$ cat src/logic/tws_params.svh
// Constants for the two-wire serial port bus-condition and master-receive block
`ifndef TWS_PARAMS_SVH
`define TWS_PARAMS_SVH
`define TWS_CLK_PERIOD_NS 20
`define TWS_RELOAD_W 8
`define TWS_BRG_PHASES 2
`define TWS_BITS_PER_BYTE 4'h8
`define TWS_BUF_DEPTH 2
`define TWS_RELOAD_MIN 8'h03
`define TWS_SLAVE_ADDR10 10'h000
`endif

$ cat src/logic/tws_pkg.sv
// Types for the two-wire serial port block
package tws_pkg;
    typedef enum logic [2:0] {
        TWS_IDLE = 3'h0,
        TWS_RX_LOW = 3'h1,
        TWS_RX_HIGH = 3'h2,
        TWS_RX_DONE = 3'h3,
        TWS_ACK_LOW = 3'h4,
        TWS_ACK_HIGH = 3'h5,
        TWS_ACK_END = 3'h6
    } tws_state_e;

    typedef enum logic [1:0] {
        TWS_SL_IDLE = 2'h0,
        TWS_SL_ADDR_HI = 2'h1,
        TWS_SL_ADDR_LO = 2'h2,
        TWS_SL_DATA = 2'h3
    } tws_slave_e;
endpackage

$ cat src/logic/tws_core.sv
// Two-wire serial port: bus condition detection and master byte reception
`timescale 1ns/1ns
`include "tws_params.svh"
module tws_core (
    input wire logic i_clk,
    input wire logic i_resetn,
    input wire logic i_scl,
    input wire logic i_sda,
    output logic o_scl,
    output logic o_scl_oe_n,
    output logic o_sda,
    output logic o_sda_oe_n,
    input wire logic [7:0] i_address_reload_register,
    input wire logic i_master_mode,
    input wire logic i_receive_enable_bit,
    input wire logic i_start_request,
    input wire logic i_ack_sequence_enable,
    input wire logic i_ack_data_value,
    input wire logic i_slave_irq_native,
    input wire logic i_start_detect_irq_enable,
    input wire logic i_stop_detect_irq_enable,
    input wire logic i_slave_ten_bit,
    input wire logic i_buffer_write,
    input wire logic i_interrupt_clear,
    input wire logic i_overflow_clear,
    input wire logic i_collision_clear,
    output logic [7:0] o_serial_data_buffer,
    output logic o_data_valid,
    input wire logic i_data_ready,
    output logic o_buffer_full_flag,
    output logic o_serial_interrupt_flag,
    output logic o_receive_overflow_flag,
    output logic o_write_collision_flag,
    output logic o_bus_collision,
    output logic o_bus_active,
    output logic o_start_seen,
    output logic o_stop_seen,
    output logic o_receive_busy,
    output logic o_prior_match
);
    typedef struct packed {
        logic [1:0] scl_sync;
        logic [1:0] sda_sync;
        logic scl_q;
        logic sda_q;
        logic scl_low_seen;
        tws_pkg::tws_state_e st;
        tws_pkg::tws_slave_e sl;
        logic [7:0] baud_rate_generator;
        logic [3:0] bitcnt;
        logic [7:0] shreg;
        logic [7:0] buf0;
        logic [7:0] buf1;
        logic [1:0] count;
        logic rd_ptr;
        logic wr_ptr;
        logic scl_drv_low;
        logic sda_drv_low;
        logic bf;
        logic sif;
        logic ov;
        logic write_collision_flag;
        logic bcol;
        logic active;
        logic start_p;
        logic stop_p;
        logic prior;
        logic hi_ok;
        logic [7:0] slv_sh;
        logic [3:0] slv_cnt;
        logic receive_enable_bit_q;
        logic startreq_q;
        logic [7:0] dout;
        logic dv;
        logic busy;
    } tws_state_s;

    tws_state_s r;
    tws_state_s next_r;
    logic scl_s;
    logic sda_s;
    logic start_det;
    logic stop_det;
    logic scl_rise;
    logic scl_fall;
    logic rollover;
    logic pop;
    logic push;
    logic [7:0] hi_addr;

    assign scl_s = r.scl_sync[1];
    assign sda_s = r.sda_sync[1];
    assign start_det = r.scl_q && scl_s && r.sda_q && !sda_s;
    assign stop_det = r.scl_q && scl_s && !r.sda_q && sda_s && r.scl_low_seen;
    assign scl_rise = !r.scl_q && scl_s;
    assign scl_fall = r.scl_q && !scl_s;
    assign rollover = (r.baud_rate_generator == 8'h00);
    assign pop = o_data_valid && i_data_ready;
    assign hi_addr = {5'h1E, 2'(`TWS_SLAVE_ADDR10 >> 8), 1'b0};

    always_comb begin
        next_r = r;
        next_r.start_p = 1'b0;
        next_r.stop_p = 1'b0;
        push = 1'b0;
        next_r.scl_sync = {r.scl_sync[0], i_scl};
        next_r.sda_sync = {r.sda_sync[0], i_sda};
        next_r.scl_q = scl_s;
        next_r.sda_q = sda_s;
        next_r.receive_enable_bit_q = i_receive_enable_bit;
        next_r.startreq_q = i_start_request;
        if (!scl_s) begin
            next_r.scl_low_seen = 1'b1;
        end
        if (start_det) begin
            next_r.active = 1'b1;
            next_r.scl_low_seen = 1'b0;
            next_r.sl = tws_pkg::TWS_SL_ADDR_HI;
            next_r.slv_cnt = 4'h0;
            next_r.start_p = 1'b1;
            if (!i_master_mode && !i_slave_irq_native && i_start_detect_irq_enable) begin
                next_r.sif = 1'b1;
            end
        end
        if (stop_det) begin
            next_r.active = 1'b0;
            next_r.sl = tws_pkg::TWS_SL_IDLE;
            next_r.prior = 1'b0;
            next_r.stop_p = 1'b1;
            if (!i_master_mode && !i_slave_irq_native && i_stop_detect_irq_enable) begin
                next_r.sif = 1'b1;
            end
        end
        // Slave address tracking for the 10-bit prior-match flag
        if (!start_det && !stop_det && r.sl != tws_pkg::TWS_SL_IDLE && scl_rise) begin
            next_r.slv_sh = {r.slv_sh[6:0], sda_s};
            next_r.slv_cnt = r.slv_cnt + 4'h1;
        end
        if (scl_fall && r.slv_cnt == `TWS_BITS_PER_BYTE && i_slave_ten_bit) begin
            // Ninth clock carries the acknowledge; it wraps the count to zero
            next_r.slv_cnt = 4'hF;
            if (r.sl == tws_pkg::TWS_SL_ADDR_HI) begin
                next_r.hi_ok = (r.slv_sh[7:1] == hi_addr[7:1]);
                if (r.slv_sh[7:1] != hi_addr[7:1] || !r.slv_sh[0]) begin
                    next_r.prior = 1'b0;
                end
                if (r.slv_sh[7:1] == hi_addr[7:1] && r.slv_sh[0] && r.prior) begin
                    next_r.sl = tws_pkg::TWS_SL_DATA;
                end else begin
                    next_r.sl = tws_pkg::TWS_SL_ADDR_LO;
                end
            end else if (r.sl == tws_pkg::TWS_SL_ADDR_LO) begin
                if (r.hi_ok && r.slv_sh == 8'(`TWS_SLAVE_ADDR10 & 10'h0FF)) begin
                    next_r.prior = 1'b1;
                end
                next_r.sl = tws_pkg::TWS_SL_DATA;
            end
        end
        // Master start generation with collision check
        if (i_start_request && !r.startreq_q && i_master_mode && !r.active) begin
            if (!sda_s) begin
                next_r.bcol = 1'b1;
            end else begin
                next_r.sda_drv_low = 1'b1;
            end
        end
        if (r.baud_rate_generator != 8'h00) begin
            next_r.baud_rate_generator = r.baud_rate_generator - 8'h01;
        end
        unique case (r.st)
            tws_pkg::TWS_IDLE: begin
                if (i_receive_enable_bit && !r.receive_enable_bit_q && i_master_mode) begin
                    next_r.st = tws_pkg::TWS_RX_LOW;
                    next_r.baud_rate_generator = i_address_reload_register;
                    next_r.bitcnt = 4'h0;
                    next_r.sda_drv_low = 1'b0;
                    next_r.scl_drv_low = 1'b1;
                end else if (i_ack_sequence_enable && r.scl_drv_low) begin
                    next_r.st = tws_pkg::TWS_ACK_LOW;
                    next_r.sda_drv_low = !i_ack_data_value;
                    next_r.baud_rate_generator = i_address_reload_register;
                end
            end
            tws_pkg::TWS_RX_LOW: begin
                if (rollover) begin
                    next_r.scl_drv_low = 1'b0;
                    next_r.baud_rate_generator = i_address_reload_register;
                    next_r.st = tws_pkg::TWS_RX_HIGH;
                end
            end
            tws_pkg::TWS_RX_HIGH: begin
                // Waits for SCL to really rise, so a stretching slave is honoured
                if (rollover && scl_s) begin
                    next_r.shreg = {r.shreg[6:0], sda_s};
                    next_r.bitcnt = r.bitcnt + 4'h1;
                    next_r.scl_drv_low = 1'b1;
                    next_r.baud_rate_generator = i_address_reload_register;
                    if (r.bitcnt == `TWS_BITS_PER_BYTE - 4'h1) begin
                        next_r.st = tws_pkg::TWS_RX_DONE;
                    end else begin
                        next_r.st = tws_pkg::TWS_RX_LOW;
                    end
                end
            end
            tws_pkg::TWS_RX_DONE: begin
                next_r.st = tws_pkg::TWS_IDLE;
                next_r.sif = 1'b1;
                if (r.bf) begin
                    next_r.ov = 1'b1;
                end
                if (r.count != 2'(`TWS_BUF_DEPTH)) begin
                    push = 1'b1;
                end
            end
            tws_pkg::TWS_ACK_LOW: begin
                if (rollover) begin
                    next_r.scl_drv_low = 1'b0;
                    next_r.baud_rate_generator = i_address_reload_register;
                    next_r.st = tws_pkg::TWS_ACK_HIGH;
                end
            end
            tws_pkg::TWS_ACK_HIGH: begin
                if (rollover && scl_s) begin
                    next_r.scl_drv_low = 1'b1;
                    next_r.baud_rate_generator = i_address_reload_register;
                    next_r.st = tws_pkg::TWS_ACK_END;
                end
            end
            tws_pkg::TWS_ACK_END: begin
                if (rollover) begin
                    next_r.sda_drv_low = 1'b0;
                    next_r.sif = 1'b1;
                    next_r.st = tws_pkg::TWS_IDLE;
                end
            end
            default: begin
                next_r.st = tws_pkg::TWS_IDLE;
            end
        endcase
        next_r.busy = (next_r.st != tws_pkg::TWS_IDLE);
        if (push) begin
            if (r.wr_ptr) begin
                next_r.buf1 = r.shreg;
            end else begin
                next_r.buf0 = r.shreg;
            end
            next_r.wr_ptr = !r.wr_ptr;
        end
        if (pop) begin
            next_r.rd_ptr = !r.rd_ptr;
        end
        next_r.count = r.count + 2'(push) - 2'(pop);
        next_r.dout = next_r.rd_ptr ? next_r.buf1 : next_r.buf0;
        next_r.dv = (next_r.count != 2'h0);
        // Set beats clear: a byte landing with the read keeps the flag up
        if (push) begin
            next_r.bf = 1'b1;
        end else if (pop) begin
            next_r.bf = (r.count == 2'h2);
        end
        if (i_buffer_write && r.st != tws_pkg::TWS_IDLE) begin
            next_r.write_collision_flag = 1'b1;
        end else if (i_collision_clear) begin
            next_r.write_collision_flag = 1'b0;
        end
        if (i_interrupt_clear && !(next_r.sif && !r.sif)) begin
            next_r.sif = 1'b0;
        end
        if (i_overflow_clear && !(next_r.ov && !r.ov)) begin
            next_r.ov = 1'b0;
        end
        if (i_start_request && !r.startreq_q && !sda_s && !r.active && i_master_mode) begin
            next_r.bcol = 1'b1;
        end else if (i_collision_clear) begin
            next_r.bcol = 1'b0;
        end
    end

    always_ff @(posedge i_clk or negedge i_resetn) begin
        if (!i_resetn) begin
            r <= '0;
            r.scl_sync <= 2'h3;
            r.sda_sync <= 2'h3;
            r.scl_q <= 1'b1;
            r.sda_q <= 1'b1;
        end else begin
            r <= next_r;
        end
    end

    assign o_serial_data_buffer = r.dout;
    assign o_data_valid = r.dv;
    assign o_scl = 1'b0;
    assign o_sda = 1'b0;
    assign o_scl_oe_n = !r.scl_drv_low;
    assign o_sda_oe_n = !r.sda_drv_low;
    assign o_buffer_full_flag = r.bf;
    assign o_serial_interrupt_flag = r.sif;
    assign o_receive_overflow_flag = r.ov;
    assign o_write_collision_flag = r.write_collision_flag;
    assign o_bus_collision = r.bcol;
    assign o_bus_active = r.active;
    assign o_start_seen = r.start_p;
    assign o_stop_seen = r.stop_p;
    assign o_receive_busy = r.busy;
    assign o_prior_match = r.prior;

    a_byte_flags: assert property (@(posedge i_clk) disable iff (!i_resetn)
        r.st == tws_pkg::TWS_RX_DONE |=> r.sif && r.bf && r.st == tws_pkg::TWS_IDLE)
        else $error("byte end flags missing");
    a_scl_held: assert property (@(posedge i_clk) disable iff (!i_resetn)
        r.st == tws_pkg::TWS_RX_DONE |=> !o_scl_oe_n)
        else $error("scl not held low");
    a_receive_enable_bit_busy: assert property (@(posedge i_clk) disable iff (!i_resetn)
        $rose(i_receive_enable_bit) && r.st == tws_pkg::TWS_IDLE && i_master_mode
        && !r.receive_enable_bit_q |=> r.st == tws_pkg::TWS_RX_LOW)
        else $error("receive did not start");
    a_receive_enable_bit_ignore: assert property (@(posedge i_clk) disable iff (!i_resetn)
        r.st == tws_pkg::TWS_RX_HIGH |=> r.st != tws_pkg::TWS_ACK_LOW)
        else $error("command taken while busy");
    a_overflow: assert property (@(posedge i_clk) disable iff (!i_resetn)
        r.st == tws_pkg::TWS_RX_DONE && r.bf |=> r.ov)
        else $error("overflow missed");
    a_write_collision_flag: assert property (@(posedge i_clk) disable iff (!i_resetn)
        i_buffer_write && r.st != tws_pkg::TWS_IDLE |=> r.write_collision_flag)
        else $error("write collision missed");
    a_stop_bus: assert property (@(posedge i_clk) disable iff (!i_resetn)
        stop_det |=> !r.active && !r.prior && r.stop_p)
        else $error("stop not handled");
    a_start_bus: assert property (@(posedge i_clk) disable iff (!i_resetn)
        start_det |=> r.active && r.sl == tws_pkg::TWS_SL_ADDR_HI)
        else $error("start not handled");
    a_stop_low: assert property (@(posedge i_clk) disable iff (!i_resetn)
        stop_det |-> r.scl_low_seen)
        else $error("stop without scl low");
    a_bf_read: assert property (@(posedge i_clk) disable iff (!i_resetn)
        pop && !push && r.count == 2'h1 |=> !r.bf)
        else $error("buffer full not cleared");
    c_byte: cover property (@(posedge i_clk) r.st == tws_pkg::TWS_RX_DONE);
    c_ack: cover property (@(posedge i_clk) r.st == tws_pkg::TWS_ACK_END);
    c_stop: cover property (@(posedge i_clk) stop_det);
    c_ovf: cover property (@(posedge i_clk) $rose(r.ov));
endmodule // tws_core

$ cat config.mk
export PLATFORM = sky130hd
export DESIGN_NAME = tws_core
export DESIGN_NICKNAME = d
export VERILOG_FILES = /design/src/logic/tws_pkg.sv /design/src/logic/tws_core.sv
export VERILOG_INCLUDE_DIRS = /design/src /design/src/logic
export SDC_FILE = /design/constraint.sdc
export NUM_CORES = 1
export LEC_CHECK = 0
export ABC_CLOCK_PERIOD_IN_PS = 2700
export BUFFER_PORTS_ARGS = -buffer_cell sky130_fd_sc_hd__buf_2
export CAP_MARGIN = 15
export CORE_UTILIZATION = 30
export DETAILED_ROUTE_END_ITERATION = 8
export SYNTH_ARGS = -nofsm -noshare
export SYNTH_HDL_FRONTEND = slang
export SYNTH_SLANG_ARGS = --single-unit
$ cat constraint.sdc
create_clock -name i_clk -period 2.7 [get_ports i_clk]
set_input_delay 0.135 -clock i_clk [delete_from_list [all_inputs] [get_ports i_clk]]
set_output_delay 0.135 -clock i_clk [all_outputs]
set_load 0.02 [all_outputs]
==> summary.md <==
| Metric | Value |
|---|---|
| Comb power frac | between 20 and 30% |
| Path depth of the worst reg2reg path | 6 |
| Number of port buffers | 46 |
| Drt initial violations | around 240 |
| Worst hold margin | around 36 ps |
| Final wirelength | 9288 microns |
| Syn Std Cell Area | ~4300 sq um |
| First-pass GRT wire length | between 15000 and 20000 microns |
| Min cycle time layout | 2477 ps |
| Asr flop ratio synth | 100.0% |
| Sequential area share after synthesis | between 50% and 60% |
| Starting Density | 30.68% |
| Psw | 0.001461 W |
| Gr usage total | between 10% and 20% |
| Root Buffer | clkbuf_16 |
| PwrDens | slightly below 900 nW/um^2 |
| Slowest stage delay, CP | 600 ps |
| Vias | about 3100 |
| Setup Viol. Count Final | 0 |
| CTS Buf Count | 9 |
| Synth cell count leaders | 82 x dfrtp_1, 30 x mux2_2, 26 x inv_1, 19 x nand2_1, 16 x mux2i_1 |
| Die Y | 121.2 microns |
| Placed insts | just under 600 |
| Setup TNS | 0 ps |
| Slew margin rel. | a little over two fifths |
| Top cell type's share of synthesized area | 48.18% |
| Largest net degree at the start of global routing | 53 |
| Cell taking the most area after synthesis | dfrtp_1 |
| EDFF count, synth | 0 |
| Crit path capture | o_receive_busy |
| Mapped Cells | ~370 |
| CP Max Fanout | 18 |
| Tcrit/Tclk final | between 90% and 100% |
| Die width | 121.2 microns |
| Global route total overflow | 0 |
| Non-filler cells, final | roughly 600 |
| Actual slew at the worst max-slew pin | 845.9 ps |
| I/O pin count | between 40 and 50 |
| DR vias/cell | between 5 and 6 |
| WP data arrival | around 2700 ps |
| Worst hold path class | primary input to register |
| VDD IR-drop max | around 0.00034 V |
| # rows | 43 |
| Fill cells | between 1000 and 1500 |
| Cell Chain, Critical Path | inv_1, ha_1, or3b_1, or3_1, o31ai_1, or4b_1 |
| Clk_lat worst skew | 340 ps |
| Routed Antenna Nets | 0 |
| Post-cts sizing count | 0 |
| Crit. End Element | register |
| Cell with the largest stage delay on the worst path | or3_1 |
| Syn avg cell area | 11.57 sq um |
| Power Total | 0.004526 W |
| Max Slew Vio Count | 0 |
| Final-report hold violation count | 0 |
| R2R Path End | o_receive_busy |
| CTS Buffer Depth | 2 |
| Crit Path Category | register to register |
| # DRC | 0 |
| Pre-antenna DRT Iters | 4 |
| Placeable Area | 13880 sq um |
| Ant diodes | 0 |
| CTS HTree Levels | 3 |
| Worst path required time | between 2000 and 3000 ps |
| Reg2reg start | r[68] |
| Total of max-cap violations | 0 |
| Main area contributors after synthesis | dfrtp_1 48%, mux2_2 7.9%, mux2i_1 3.8%, dfstp_2 3.7%, o221ai_1 3.1% |
| Unrepaired setup endpoints after global routing | no |
| Setup crit start kind | register |
| Cell Area, Placed | approximately 4700 sq um |
| Initial antenna violation count | 0 |
| Status | finished, final reports clean |
| CTS tree | done |
| CP Launch Point | r[68] |
| Setup Skew | roughly 7.2 ps |
| Internal power | 0.003066 W |
| Synth Flop Type | dfrtp_1 |
| RePlAce Congestion | roughly 0.84 |
| Reg power frac | about two fifths |
| Setup slack, reg-to-reg | between 200 and 250 ps |
| Cell variety after synth | between 60 and 70 |
| Fraction of layout cells with a size suffix above 1 | 27.36% |
| Vias in the first global route | 3031 |
| Hpwl dp | approximately 6600 microns |
| Nets@finish | between 400 and 500 |
| Sw Share | 32.27% |
| Clk sinks | 88 |
| Clk slew on worst S/H paths | around 60 ps |
| Synth-to-Final Area Change | 18.80% |
| Pleak | 2.408 nW |
| Fmax | 0.4038 GHz |
| Finished Cell Area | between 5000 and 6000 sq um |
| Post-DR wirelength/cell | approximately 15 microns |
| Ys Warns | 0 |
| DIE AREA | roughly 15000 sq um |
| Clock Power Share | between 20% and 30% |
| Count leader, synth | dfrtp_1 |
| Number of synthesized register bits | 88 |
[stage by stage]
| step | utilization, % | setup WS, ps |
|---|---|---|
| 3_3_place_gp | 33.55 | 319.5 |
| 5_1_grt | 36.45 | 46.00 |
| 6_report | 36.45 | 223.4 |
| 4_1_cts | 36.45 | 210.5 |
| 3_5_place_dp | 33.55 | 219.9 |
| 2_1_floorplan | - | 280.1 |
[sequential cells by signal, indices dropped and copies added (netlist names)]
signal and cells:
r 65, o_serial_data_buffer 8, next_r 4, o_buffer_full_flag 1, o_bus_active 1, o_bus_collision 1
o_data_valid 1, o_prior_match 1, o_receive_busy 1, o_receive_overflow_flag 1, o_serial_interrupt_flag 1, o_start_seen 1
o_stop_seen 1, o_write_collision_flag 1
[layer usage]
| layer | up-vias | share of wire [%] | track usage (%) | wire length, microns |
|---|---|---|---|---|
| met4 | 0 | 1.2 | 4.552 | 112 |
| met2 | 88 | 47 | 22.11 | 4397 |
| li1 | 1449 | - | - | - |
| met5 | - | 0 | 0 | 0 |
| met1 | 1511 | 47 | 18.31 | 4350 |
| met3 | 9 | 4.6 | 3.571 | 428 |
[critical path: cells and delay by family, from the launching register on]
family / cells / cell delay [ps]
flops: 1 / 370
fa+ha+maj: 1 / 230
buf+inv: 1 / 70
simple gates: 3 / 1480
compound gates: 1 / 190
[power by group through the flow]
stage          logic (W)  clock network, W  registers, W
5_1_grt          0.00144           0.00147       0.00193
2_1_floorplan   0.000954                 0       0.00184
3_5_place_dp     0.00128                 0       0.00190
3_3_place_gp     0.00124                 0       0.00188
4_1_cts          0.00130           0.00140       0.00188
6_report         0.00129           0.00135       0.00188
[layout by cell type, fill, tap and decap left out, drive strengths merged, types with 4 or more instances in the layout]
cell	count
dlygate4sd3	7
mux2	32
nand2	19
clkbuf	12
xnor2	7
o211ai	4
a21oi	7
a22oi	7
o21ai	12
nand3	9
nor3	7
nand4	6
buf	56
or3	4
nor2	9
dfstp	6
o221ai	15
dfrtp	82
mux2i	16
inv	26
ha	7
[worst min-delay path by stage]
stage                                      start                 endpoint  slack [ps]  depth (start not counted)
floorplan                               i_resetn       o_buffer_full_flag        -160                          0
global placement                        i_resetn  o_receive_overflow_flag         210                          1
detailed placement                      i_resetn  o_receive_overflow_flag         210                          1
CTS                 i_address_reload_register[0]                    r[68]          20                          3
global route        i_address_reload_register[0]                    r[68]          20                          3
finish              i_address_reload_register[0]                    r[68]          40                          3
[logic make-up (layout without fill, tap and decap cells)]
kind of cell | count (synthesis) | in the layout | synth area share (%)
buffers and inverters | 52 | 107 | 5.728
AO/OA/AOI/OAI | 76 | 76 | 13.93
other | 1 | 2 | 0.08805
AND/OR/NAND/NOR | 86 | 86 | 11.87
multiplexers | 48 | 48 | 12.40
flip-flops | 88 | 88 | 51.88
XOR/XNOR | 10 | 10 | 2.057
adder cells (fa/ha/maj) | 7 | 7 | 2.056
[area by class of cell]
class | instances | area (sq um) | share of cell area [%]
flip-flops and latches | 88 | 2210 | 43.67
multi-input cells | 229 | 1809 | 35.76
repair buffers | 63 | 377.9 | 7.468
clock buffers | 12 | 256.5 | 5.069
well taps | 180 | 225.2 | 4.451
inverters | 28 | 105.1 | 2.077
clock inverters | 4 | 76.32 | 1.508
[timing repair]
item / CTS / global route
hold endpoints to repair: 51 / 0
setup buffers: 0 / 0
hold buffers: 7 / 0
Power figures use the tool's default switching activity.
